<file path="config.mk">
export PLATFORM = sky130hd
export DESIGN_NAME = svw_supervisor
export DESIGN_NICKNAME = d
export VERILOG_FILES = /design/src/design/svw_pkg.sv /design/src/design/svw_wd_if.sv /design/src/design/svw_supervisor.sv /design/src/design/svw_watchdog.sv
export SDC_FILE = /design/constraint.sdc
export NUM_CORES = 1
export LEC_CHECK = 0
export BUFFER_PORTS_ARGS = -buffer_cell sky130_fd_sc_hd__buf_2
export CAP_MARGIN = 0
export CORE_MARGIN = 2
export CORE_UTILIZATION = 56
export DETAILED_ROUTE_END_ITERATION = 12
export PLACE_DENSITY = 0.76
export SLEW_MARGIN = 20
export SYNTH_ARGS = -nofsm -noshare
export SYNTH_HDL_FRONTEND = slang
export SYNTH_SLANG_ARGS = --single-unit
export TNS_END_PERCENT = 30
</file>
<file path="constraint.sdc">
create_clock -name clk_sys -period 2.7 [get_ports clk_sys]
set_clock_uncertainty 0.2 [all_clocks]
set_input_delay 0.405 -clock clk_sys [delete_from_list [all_inputs] [get_ports clk_sys]]
set_output_delay 0.405 -clock clk_sys [all_outputs]
set_load 0.005 [all_outputs]
</file>
<file path="src/design/svw_pkg.sv">
// package of constants for the supervisor watchdog and channel block
package svw_pkg;
    localparam int unsigned CLK_HZ          = 40000000;
    localparam int unsigned NUM_CH          = 4;
    // watchdog timeout after the first edge, in milliseconds
    localparam int unsigned WD_TIMEOUT_MS   = 1600;
    localparam longint unsigned WD_TIMEOUT_CYC = longint'(WD_TIMEOUT_MS) * CLK_HZ / 1000;
    // startup window after a reset, in seconds
    localparam int unsigned WD_STARTUP_S    = 54;
    localparam longint unsigned WD_STARTUP_CYC = longint'(WD_STARTUP_S) * CLK_HZ;
    // least reset hold time, in milliseconds, rounded up to cycles
    localparam int unsigned RST_HOLD_MS     = 140;
    localparam longint unsigned RST_HOLD_CYC = (longint'(RST_HOLD_MS) * CLK_HZ + 999) / 1000;
    localparam int unsigned WD_CNT_W        = 32;
    localparam int unsigned RST_CNT_W       = 32;
    localparam logic [1:0] RST_SYNC_INIT    = 2'h0;
    typedef enum logic [1:0] {
        SVW_WD_OFF     = 2'b00,
        SVW_WD_STARTUP = 2'b01,
        SVW_WD_RUN     = 2'b10
    } svw_wd_state_t;
endpackage

</file>
<file path="src/design/svw_wd_if.sv">
// interface carrying watchdog controls and status between modules
`timescale 1ns/100ps
`default_nettype none
interface svw_wd_if;
    logic enable;
    logic kick;
    logic sys_reset;
    logic expired;
    modport ctl (output enable, output kick, output sys_reset, input expired);
    modport wd  (input enable, input kick, input sys_reset, output expired);
endinterface
`default_nettype wire

</file>
<file path="src/design/svw_supervisor.sv">
// top of the supervisor: channel faults, shared reset and watchdog
// Overview of operation
// kick input constant beyond timeout asserts reset and clears the timer
// timer clears on any reset and on each kick edge
// after reset the first kick edge may take up to 54 s
// a floating kick input disables the watchdog; host leaves it undriven
// each channel fault output is low while its supply is below threshold
// reset asserts on low channel or manual reset, held timeout after release
// timeout select high uses internal reset hold of at least 140 ms
// test override low forces all fault and reset outputs high
// watchdog timeout is 1.6 s from the latest kick edge
`timescale 1ns/100ps
`default_nettype none
module svw_supervisor #(
    parameter logic [31:0] STARTUP_CYC  = 32'(svw_pkg::WD_STARTUP_CYC),
    parameter logic [31:0] TIMEOUT_CYC  = 32'(svw_pkg::WD_TIMEOUT_CYC),
    parameter logic [31:0] RST_HOLD_CYC = 32'(svw_pkg::RST_HOLD_CYC)
) (
    input  wire logic   clk_sys,
    input  wire logic   arst_n,
    input  wire logic   monitored_supply_5,
    input  wire logic   monitored_supply_6,
    input  wire logic   monitored_supply_7,
    input  wire logic   monitored_supply_8,
    input  wire logic   watchdog_kick_input,
    input  wire logic   watchdog_kick_floating,
    input  wire logic   manual_reset_input_n,
    input  wire logic   timeout_select_pin,
    input  wire logic   ext_timeout_done,
    input  wire logic   margin_n,
    output logic        channel_fault_5_n,
    output logic        channel_fault_6_n,
    output logic        channel_fault_7_n,
    output logic        channel_fault_8_n,
    output logic        reset_out_n,
    output logic        ext_timeout_run
);
    logic [1:0]                         rst_sync;
    logic                               rst_n;
    logic [svw_pkg::NUM_CH-1:0]         below;
    logic [svw_pkg::NUM_CH-1:0]         fault_n;
    logic                               cause;
    logic                               holding;
    logic [svw_pkg::RST_CNT_W-1:0]      hold_cnt;
    logic                               hold_done;
    svw_wd_if                           wd_bus ();

    always_ff @(posedge clk_sys or negedge arst_n) begin
        if (!arst_n) begin
            rst_sync <= svw_pkg::RST_SYNC_INIT;
        end else begin
            rst_sync <= {rst_sync[0], 1'b1};
        end
    end
    assign rst_n = rst_sync[1];

    // inputs are high when the supply sits below threshold
    assign below = {monitored_supply_8, monitored_supply_7, monitored_supply_6, monitored_supply_5};

    genvar gi;
    generate
        for (gi = 0; gi < svw_pkg::NUM_CH; gi++) begin : g_ch
            always_ff @(posedge clk_sys or negedge rst_n) begin
                if (!rst_n) begin
                    fault_n[gi] <= 1'b1;
                end else begin
                    fault_n[gi] <= !(below[gi] && margin_n);
                end
            end
        end
    endgenerate
    assign channel_fault_5_n = fault_n[0];
    assign channel_fault_6_n = fault_n[1];
    assign channel_fault_7_n = fault_n[2];
    assign channel_fault_8_n = fault_n[3];

    assign cause = (|below) || !manual_reset_input_n || wd_bus.expired;
    assign hold_done = timeout_select_pin ? (hold_cnt >= RST_HOLD_CYC - 32'h1)
                                          : ext_timeout_done;

    // reset hold: restarts on every cause, releases after the hold time
    always_ff @(posedge clk_sys or negedge rst_n) begin
        if (!rst_n) begin
            holding         <= 1'b1;
            hold_cnt        <= '0;
            ext_timeout_run <= 1'b0;
        end else if (cause) begin
            holding         <= 1'b1;
            hold_cnt        <= '0;
            ext_timeout_run <= 1'b0;
        end else if (holding) begin
            ext_timeout_run <= !timeout_select_pin;
            if (hold_done) begin
                holding         <= 1'b0;
                ext_timeout_run <= 1'b0;
            end else begin
                hold_cnt <= hold_cnt + 32'h1;
            end
        end
    end

    always_ff @(posedge clk_sys or negedge rst_n) begin
        if (!rst_n) begin
            reset_out_n <= 1'b1;
        end else begin
            reset_out_n <= !(holding && margin_n);
        end
    end

    assign wd_bus.enable    = !watchdog_kick_floating;
    assign wd_bus.kick      = watchdog_kick_input;
    assign wd_bus.sys_reset = holding;

    svw_watchdog #(
        .STARTUP_CYC (STARTUP_CYC),
        .TIMEOUT_CYC (TIMEOUT_CYC)
    ) u_wd (
        .clk_sys (clk_sys),
        .rst_n   (rst_n),
        .wd      (wd_bus.wd)
    );
endmodule
`default_nettype wire

</file>
<file path="src/design/svw_watchdog.sv">
// watchdog timer with startup window and edge-cleared counter
`timescale 1ns/100ps
`default_nettype none
module svw_watchdog #(
    parameter logic [31:0] STARTUP_CYC = 32'(svw_pkg::WD_STARTUP_CYC),
    parameter logic [31:0] TIMEOUT_CYC = 32'(svw_pkg::WD_TIMEOUT_CYC)
) (
    input  wire logic   clk_sys,
    input  wire logic   rst_n,
    svw_wd_if.wd        wd
);
    svw_pkg::svw_wd_state_t                 state;
    logic [svw_pkg::WD_CNT_W-1:0]           count;
    logic                                   kick_d;
    logic                                   edge_seen;
    logic [svw_pkg::WD_CNT_W-1:0]           limit;

    assign edge_seen = wd.kick ^ kick_d;
    assign limit = (state == svw_pkg::SVW_WD_STARTUP) ? STARTUP_CYC : TIMEOUT_CYC;

    always_ff @(posedge clk_sys or negedge rst_n) begin
        if (!rst_n) begin
            kick_d <= 1'b0;
        end else begin
            kick_d <= wd.kick;
        end
    end

    // timer clears on reset, on either kick edge, and on expiry
    always_ff @(posedge clk_sys or negedge rst_n) begin
        if (!rst_n) begin
            state      <= svw_pkg::SVW_WD_STARTUP;
            count      <= '0;
            wd.expired <= 1'b0;
        end else begin
            wd.expired <= 1'b0;
            if (!wd.enable) begin
                state <= svw_pkg::SVW_WD_OFF;
                count <= '0;
            end else if (wd.sys_reset) begin
                state <= svw_pkg::SVW_WD_STARTUP;
                count <= '0;
            end else begin
                case (state)
                    svw_pkg::SVW_WD_OFF: begin
                        state <= svw_pkg::SVW_WD_STARTUP;
                        count <= '0;
                    end
                    svw_pkg::SVW_WD_STARTUP, svw_pkg::SVW_WD_RUN: begin
                        if (edge_seen) begin
                            state <= svw_pkg::SVW_WD_RUN;
                            count <= '0;
                        end else if (count >= limit - 32'h1) begin
                            wd.expired <= 1'b1;
                            count      <= '0;
                        end else begin
                            count <= count + 32'h1;
                        end
                    end
                    default: begin
                        state <= svw_pkg::SVW_WD_STARTUP;
                        count <= '0;
                    end
                endcase
            end
        end
    end
endmodule
`default_nettype wire

</file>
==> After elaboration in Yosys (flattened, before gate mapping) <==
Index checks and enable logic that the tools add are counted.
{ "word_totals": {"regBits": 77, "input_bits": 12, "output_inout_bits": 6, "elab_cells": 66} }
{ "classes": {"n_addsub": 3, "order_cmp": 2, "n_eq_ne": 4, "n_mux": 25, "bitwise_logic": 1, "n_reduce_logical": 18} }
{ "ops": {"columns": ["operator", "count"], "rows": [
  ["$mux 32", 9],
  ["$add 32x1->32 const B", 2],
  ["$ge 32x23->1 const B", 1],
  ["$ge 32x32->1", 1],
  ["$sub 32x1->32 const B", 1],
  ["$mux 1", 12],
  ["$mux 2", 4],
  ["$logic_not 1->1", 7],
  ["$logic_and 1x1->1", 5],
  ["$ne 4x3->1 const B", 1],
  ["$reduce_or 4->1", 1],
  ["$eq 2x1->1 const B", 1],
  ["$eq 2x2->1 const B", 1],
  ["$logic_or 1x1->1", 2],
  ["$ne 2x2->1 const B", 1],
  ["$reduce_and 2->1", 1],
  ["$reduce_bool 2->1", 1],
  ["$reduce_or 2->1", 1],
  ["$xor 1x1->1", 1]
]} }

==> Logic depth before layout (Yosys ltp) <==
{ "depth": {"depth_word": 9, "mapped_depth": 12, "mapped_depth_nobuf": 10} }

==> Hierarchy <==
Synthesis repeated with hierarchy kept, for this count alone.
{ "unflattened": {"cells_unflattened": 447, "area_unflattened_um2": 4186.5} }
{ "by_module_without_submodules": {"columns": ["module", "n_inst", "cells_each", "area_each_um2", "seq_area_each_um2"], "rows": [
  ["svw_watchdog", 1, 228, 2119.5, 902.1],
  ["svw_supervisor", 1, 219, 2067.0, 1033.5]
]} }

==> Worst setup path before layout <==
Ideal clock, no wire load.
{ "synth_path": {"kind": "reg-to-reg", "startpoint": "register u_wd.state[0]", "endpoint": "register u_wd.count[23] (netlist name)", "setup_ns": 0.069, "t_arrival_ns": 2.580, "required_time_ns": 2.431, "setup_slack_ns": -0.148, "path_stages_with_launch": 12, "path_buffers": 2, "synth_period_minus_slack_ns": 2.848, "cell_sequence": "dfstp_2 > ha_1 > inv_1 > ha_1 > a21oi_1 > nand2_1 > a21oi_1 > a31oi_1 > or4b_1 > buf_6 > buf_8 > nor2_4"} }
{ "synth_between": {"elab_chain_len": 9, "elab_cells_between_ends": 11, "cone_classes": "add/sub: 1; order compare: 1; eq/ne: 2; mux: 6; reduce/logical: 1"} }
{ "synth_rtl": {"columns": ["element", "line", "text"], "rows": [
  ["from (decl)", "svw_watchdog.sv:12", "svw_pkg::svw_wd_state_t state;"],
  ["from (signal assigned)", "svw_watchdog.sv:32", "state <= svw_pkg::SVW_WD_STARTUP;"],
  ["from (signal assigned)", "svw_watchdog.sv:38", "state <= svw_pkg::SVW_WD_OFF;"],
  ["from (signal assigned)", "svw_watchdog.sv:41", "state <= svw_pkg::SVW_WD_STARTUP;"],
  ["$eq 2x1->1", "svw_watchdog.sv:19, svw_watchdog.sv:44", null],
  ["$mux 32", "svw_watchdog.sv:19", "assign limit = (state == svw_pkg::SVW_WD_STARTUP) ? STARTUP_CYC : TIMEOUT_CYC;"],
  ["$sub 32x1->32", "svw_watchdog.sv:53", "end else if (count >= limit - 32'h1) begin"],
  ["$ge 32x32->1", "svw_watchdog.sv:53", null],
  ["$mux 32", "svw_watchdog.sv:53", null],
  ["$mux 32", "svw_watchdog.sv:50", "if (edge_seen) begin"],
  ["$mux 32 (*)", "svw_watchdog.sv:44", "case (state)"],
  ["$mux 32 (*)", "svw_watchdog.sv:40", "end else if (wd.sys_reset) begin"],
  ["$mux 32 (*)", "svw_watchdog.sv:37", "if (!wd.enable) begin"],
  ["to (signal assigned)", "svw_watchdog.sv:57", "count <= count + 32'h1;"],
  ["to (decl)", "svw_watchdog.sv:13", "logic [svw_pkg::WD_CNT_W-1:0] count;"]
]} }
Mark *: on every way between the ends. The rest lies on a longest branch, timed or not.
A chain may end at the register's enable or synchronous reset.

==> Final worst setup path <==
{ "layout_path": {"startpoint": "register u_wd.state[0]", "endpoint": "register u_wd.count[19] (netlist name)"} }
Same word-level chain as after synthesis.

==> out/qor.yml <==
setup_path:
  path_cells: "ha_4 -> inv_6 -> ha_1 -> nand4_1 -> a31oi_1 -> o2111ai_1 -> a31oi_1 -> or4b_4 -> clkbuf_16 -> nor2_1"
  cp-end-kind: "flop"
  worstSetupPathType: "flop to flop"
  critPathSlowestCell: "or4b_4"
  reg2regPathDepth: 10
  reg2reg_from: "u_wd.state[0]$_DFFE_PN1P_"
  cp_slowest_stage_delay_ps: 640
  r2r_end: "u_wd.count[19]$_DFF_PN0_"
  reg2reg_slack_ps: -90
  cp_data_arrival_time_ps: 2880
  worstPathMaxFanout: 9
  cp-start-kind: "flop"
  cp.required_ps: 2790
  path_common_cell: "a31oi_1"
synthesis:
  synth_top_family_by_area: "simple AND/OR/NAND/NOR gates"
  synth_top_area_share: 0.417
  synth-xor-area-share: 0.0854
  synth-simple-area-share: 0.299
  ys_ff_latch: 77
  avgSynthCellArea_um2: 9.64
  muxShareOfSynthArea: 0
  syn-cell-area_um2: 4200
  ys_types: 55
  synthAdderAreaFrac: 0.0357
  yosysMostFrequentCell: "dfrtp_1"
  synth-main-ff-cell: "dfrtp_1"
  yosysTopAreaCell: "dfrtp_1"
  synth_compound_area_frac: 0.0908
  async_flop_share: 1.00
  synth_cells: 436
  synth_commonest_cells: "70 x dfrtp_1, 45 x nor2_1, 33 x nand3_1"
  synth_seq_area_share: 0.460
  mappedNetlistNets: 460
  synth_edf_count: 0
  synth_area_leaders: "dfrtp_1 42%, xnor2_1 5.0%, dfstp_2 4.4%"
  yosys_warnings: 0
pwr:
  p_leak_nw: 1.99
  irDropWorstVdd_mv: 0.353
  powerDensity_nw_per_um2: 453
timing:
  layout_setup_ws_ps: -92.0
  relSlewSlack: 0.367
  tightest_slew_ps: 949
  finalSetupViolations: 29
  period_minus_slack_ps: 2790
  rsz0062_at_grt: "yes"
  hold_violations: 0
  max_freq_mhz: 358
  report.final.slew_viol_count: 0
  whs_ps: 32.6
  period_share: 1.03
floorplanning:
  fp.dieArea_um2: 8220
  fp-row-count: 31
  die_w_um: 90.6
  io_pins: 18
  fp.dieH_um: 90.6
  initial_core_util: 0.580
  core_um2: 7250
place:
  io_buffers: 17
  gp_congestion: 0.819
  placed_area_um2: 4460
  dpl.hpwl_mm: 5.66
run_status:
  outcome: "complete, but fails checks"
  violations: "setup timing"
detailed_routing:
  wl_per_cell_um: 16.1
  route.detailed.drc: 0
  wirelength_mm: 9.31
  drt-pass1-iter-count: 4
  vias: 3391
  via_per_inst: 5.85
  antenna_left: 0
  drt-initial-drc-count: 174
cts:
  cts_tree: "done"
  clk_latency_ps: 350
  cts_buffers: 9
  cts.clk_slew.worst_paths_ps: 90
  cts.sink_count: 77
  cts-root-buf: "clkbuf_8"
  htreeDepth: 3
  clk_path_buf_depth: 2
global_route:
  grt.total_usage: 0.223
  grt_pass1_vias: 3302
  grt_max_degree: 76
  antenna_found_initial: 0
  top_usage_layer: "met2"
  grtUsageMet2: 0.382
  grt_util_met1: 0.276
  grt_pass1_wl_mm: 14.9
  use_met3: 0.0509
  grt_overflow: 0
min_path:
  holdPathEnd: "reset_out_n$_DFF_PN1_"
  min_delay_path_depth: 2
  min_from: "margin_n"
  min-delay-path-class: "input port to flop"
cells_and_area:
  final_layout_size_suffix_gt1_frac: 0.210
  nNetsFinal: 500
  area_growth_pct: 17.6
  diodes: 0
  multiInputGateArea_um2: 2280
  final-seq-area_um2: 1940
  stdcell_area_um2: 4940
  fillerInstances: 580
job:
  max_cap_viol_count: 0
flip-flops by register name, indices dropped and copies added, names as in the netlist:
register,count
u_wd.count,32
u_wd.state,2
channel_fault_6_n,1
reset_out_n,1
hold_cnt,32
channel_fault_8_n,1
u_wd.kick_d,1
u_wd.wd.expired,1
channel_fault_5_n,1
rst_sync,2
ext_timeout_run,1
holding,1
channel_fault_7_n,1
report_power, final:
group,total (mW),internal (mW),switching [mW]
sequential,1.19,1.16,0.0236
clock,0.978,0.526,0.453
combinational,0.0769,0.0380,0.0389
total,2.24,1.73,0.515
repair_timing:
item	in CTS	in global routing
hold buffers	7	0
setup endpoints to repair	29	49
hold endpoints to repair	8	0
gates cloned	0	3
pin swaps	0	2
resized for setup	2	26
buffers inserted	1	1
layout make-up:
| class | count | area share |
|---|---|---|
| Clock buffer | 9 | 0.0251 |
| Sequential cell | 77 | 0.392 |
| Inverter | 10 | 0.00860 |
| Clock inverter | 7 | 0.0195 |
| Tap cell | 99 | 0.0251 |
| Timing Repair Buffer | 41 | 0.0691 |
| Multi-Input combinational cell | 337 | 0.461 |
per-layer routing:
| layer | share of wire | vias up | wire, um |
|---|---|---|---|
| met5 | 0 | - | 0 |
| met4 | 0.021 | 0 | 195 |
| met3 | 0.027 | 20 | 251 |
| met2 | 0.52 | 43 | 4870 |
| met1 | 0.43 | 1688 | 3990 |
| li1 | - | 1640 | - |
worst max-delay path by stage:
| stage | slack, ps | endpoint | from |
|---|---|---|---|
| CTS | -5 | u_wd.count[13]$_DFF_PN0_ | u_wd.state[0]$_DFFE_PN1P_ |
| floorplan | 7 | u_wd.count[23]$_DFF_PN0_ | u_wd.state[0]$_DFFE_PN1P_ |
| finish | -90 | u_wd.count[19]$_DFF_PN0_ | u_wd.state[0]$_DFFE_PN1P_ |
| detailed placement | -60 | u_wd.count[6]$_DFF_PN0_ | u_wd.state[0]$_DFFE_PN1P_ |
| global placement | 20 | u_wd.count[7]$_DFF_PN0_ | u_wd.state[0]$_DFFE_PN1P_ |
| global route | -170 | u_wd.count[22]$_DFF_PN0_ | u_wd.state[0]$_DFFE_PN1P_ |
worst max-delay path: cells and delay by family (launching register included):
| family | cells | cell delay (ps) |
|---|---|---|
| simple gates | 3 | 870 |
| flops | 1 | 570 |
| fa+ha+maj | 2 | 450 |
| buf+inv | 2 | 290 |
| compound gates | 3 | 340 |
layout by cell type, fill, tap and decap left out, types with 2 or more instances in the layout:
cell type / instances
and3b_1: 2
xnor2_1: 24
dfrtp_1: 69
and2_1: 3
buf_4: 12
and4_1: 5
inv_1: 8
nor2_4: 7
bufinv_16: 2
dfstp_2: 7
nand4_1: 14
nand2_1: 29
a21oi_2: 4
nor2_2: 11
nor4_1: 3
a21oi_1: 26
nor2_1: 37
nand3_1: 33
nor2b_1: 4
or3_1: 18
inv_6: 3
and3_1: 19
or4_1: 6
o31ai_1: 4
buf_2: 17
clkinv_2: 2
o21ai_0: 18
xor2_1: 17
clkbuf_16: 2
dlygate4sd3_1: 7
nor4bb_1: 2
a31oi_1: 2
clkbuf_8: 9
ha_1: 6
ha_4: 6
nor3_1: 12
metrics by stage:
step	utilization	power, mW	setup slack, ps	setup TNS (ps)	std cells
finish	0.682	2.24	-92.0	-1630	580
CTS	0.657	2.25	-5.40	-9.18	576
detailed placement	0.615	1.27	-59.9	-1030	552
global placement	0.615	1.27	21.4	0	552
global route	0.682	2.32	-167	-3960	580
floorplan	-	1.24	6.92	0	436
logic make-up after synthesis:
family	Yosys count
AOI/OAI and AO/OA	64
DFF	77
and+or+nand+nor	218
buffers and inverters	23
other	1
adders and majority gates	12
xor gates and xnor gates	41
Note: power is estimated with default switching activity, not from simulation.
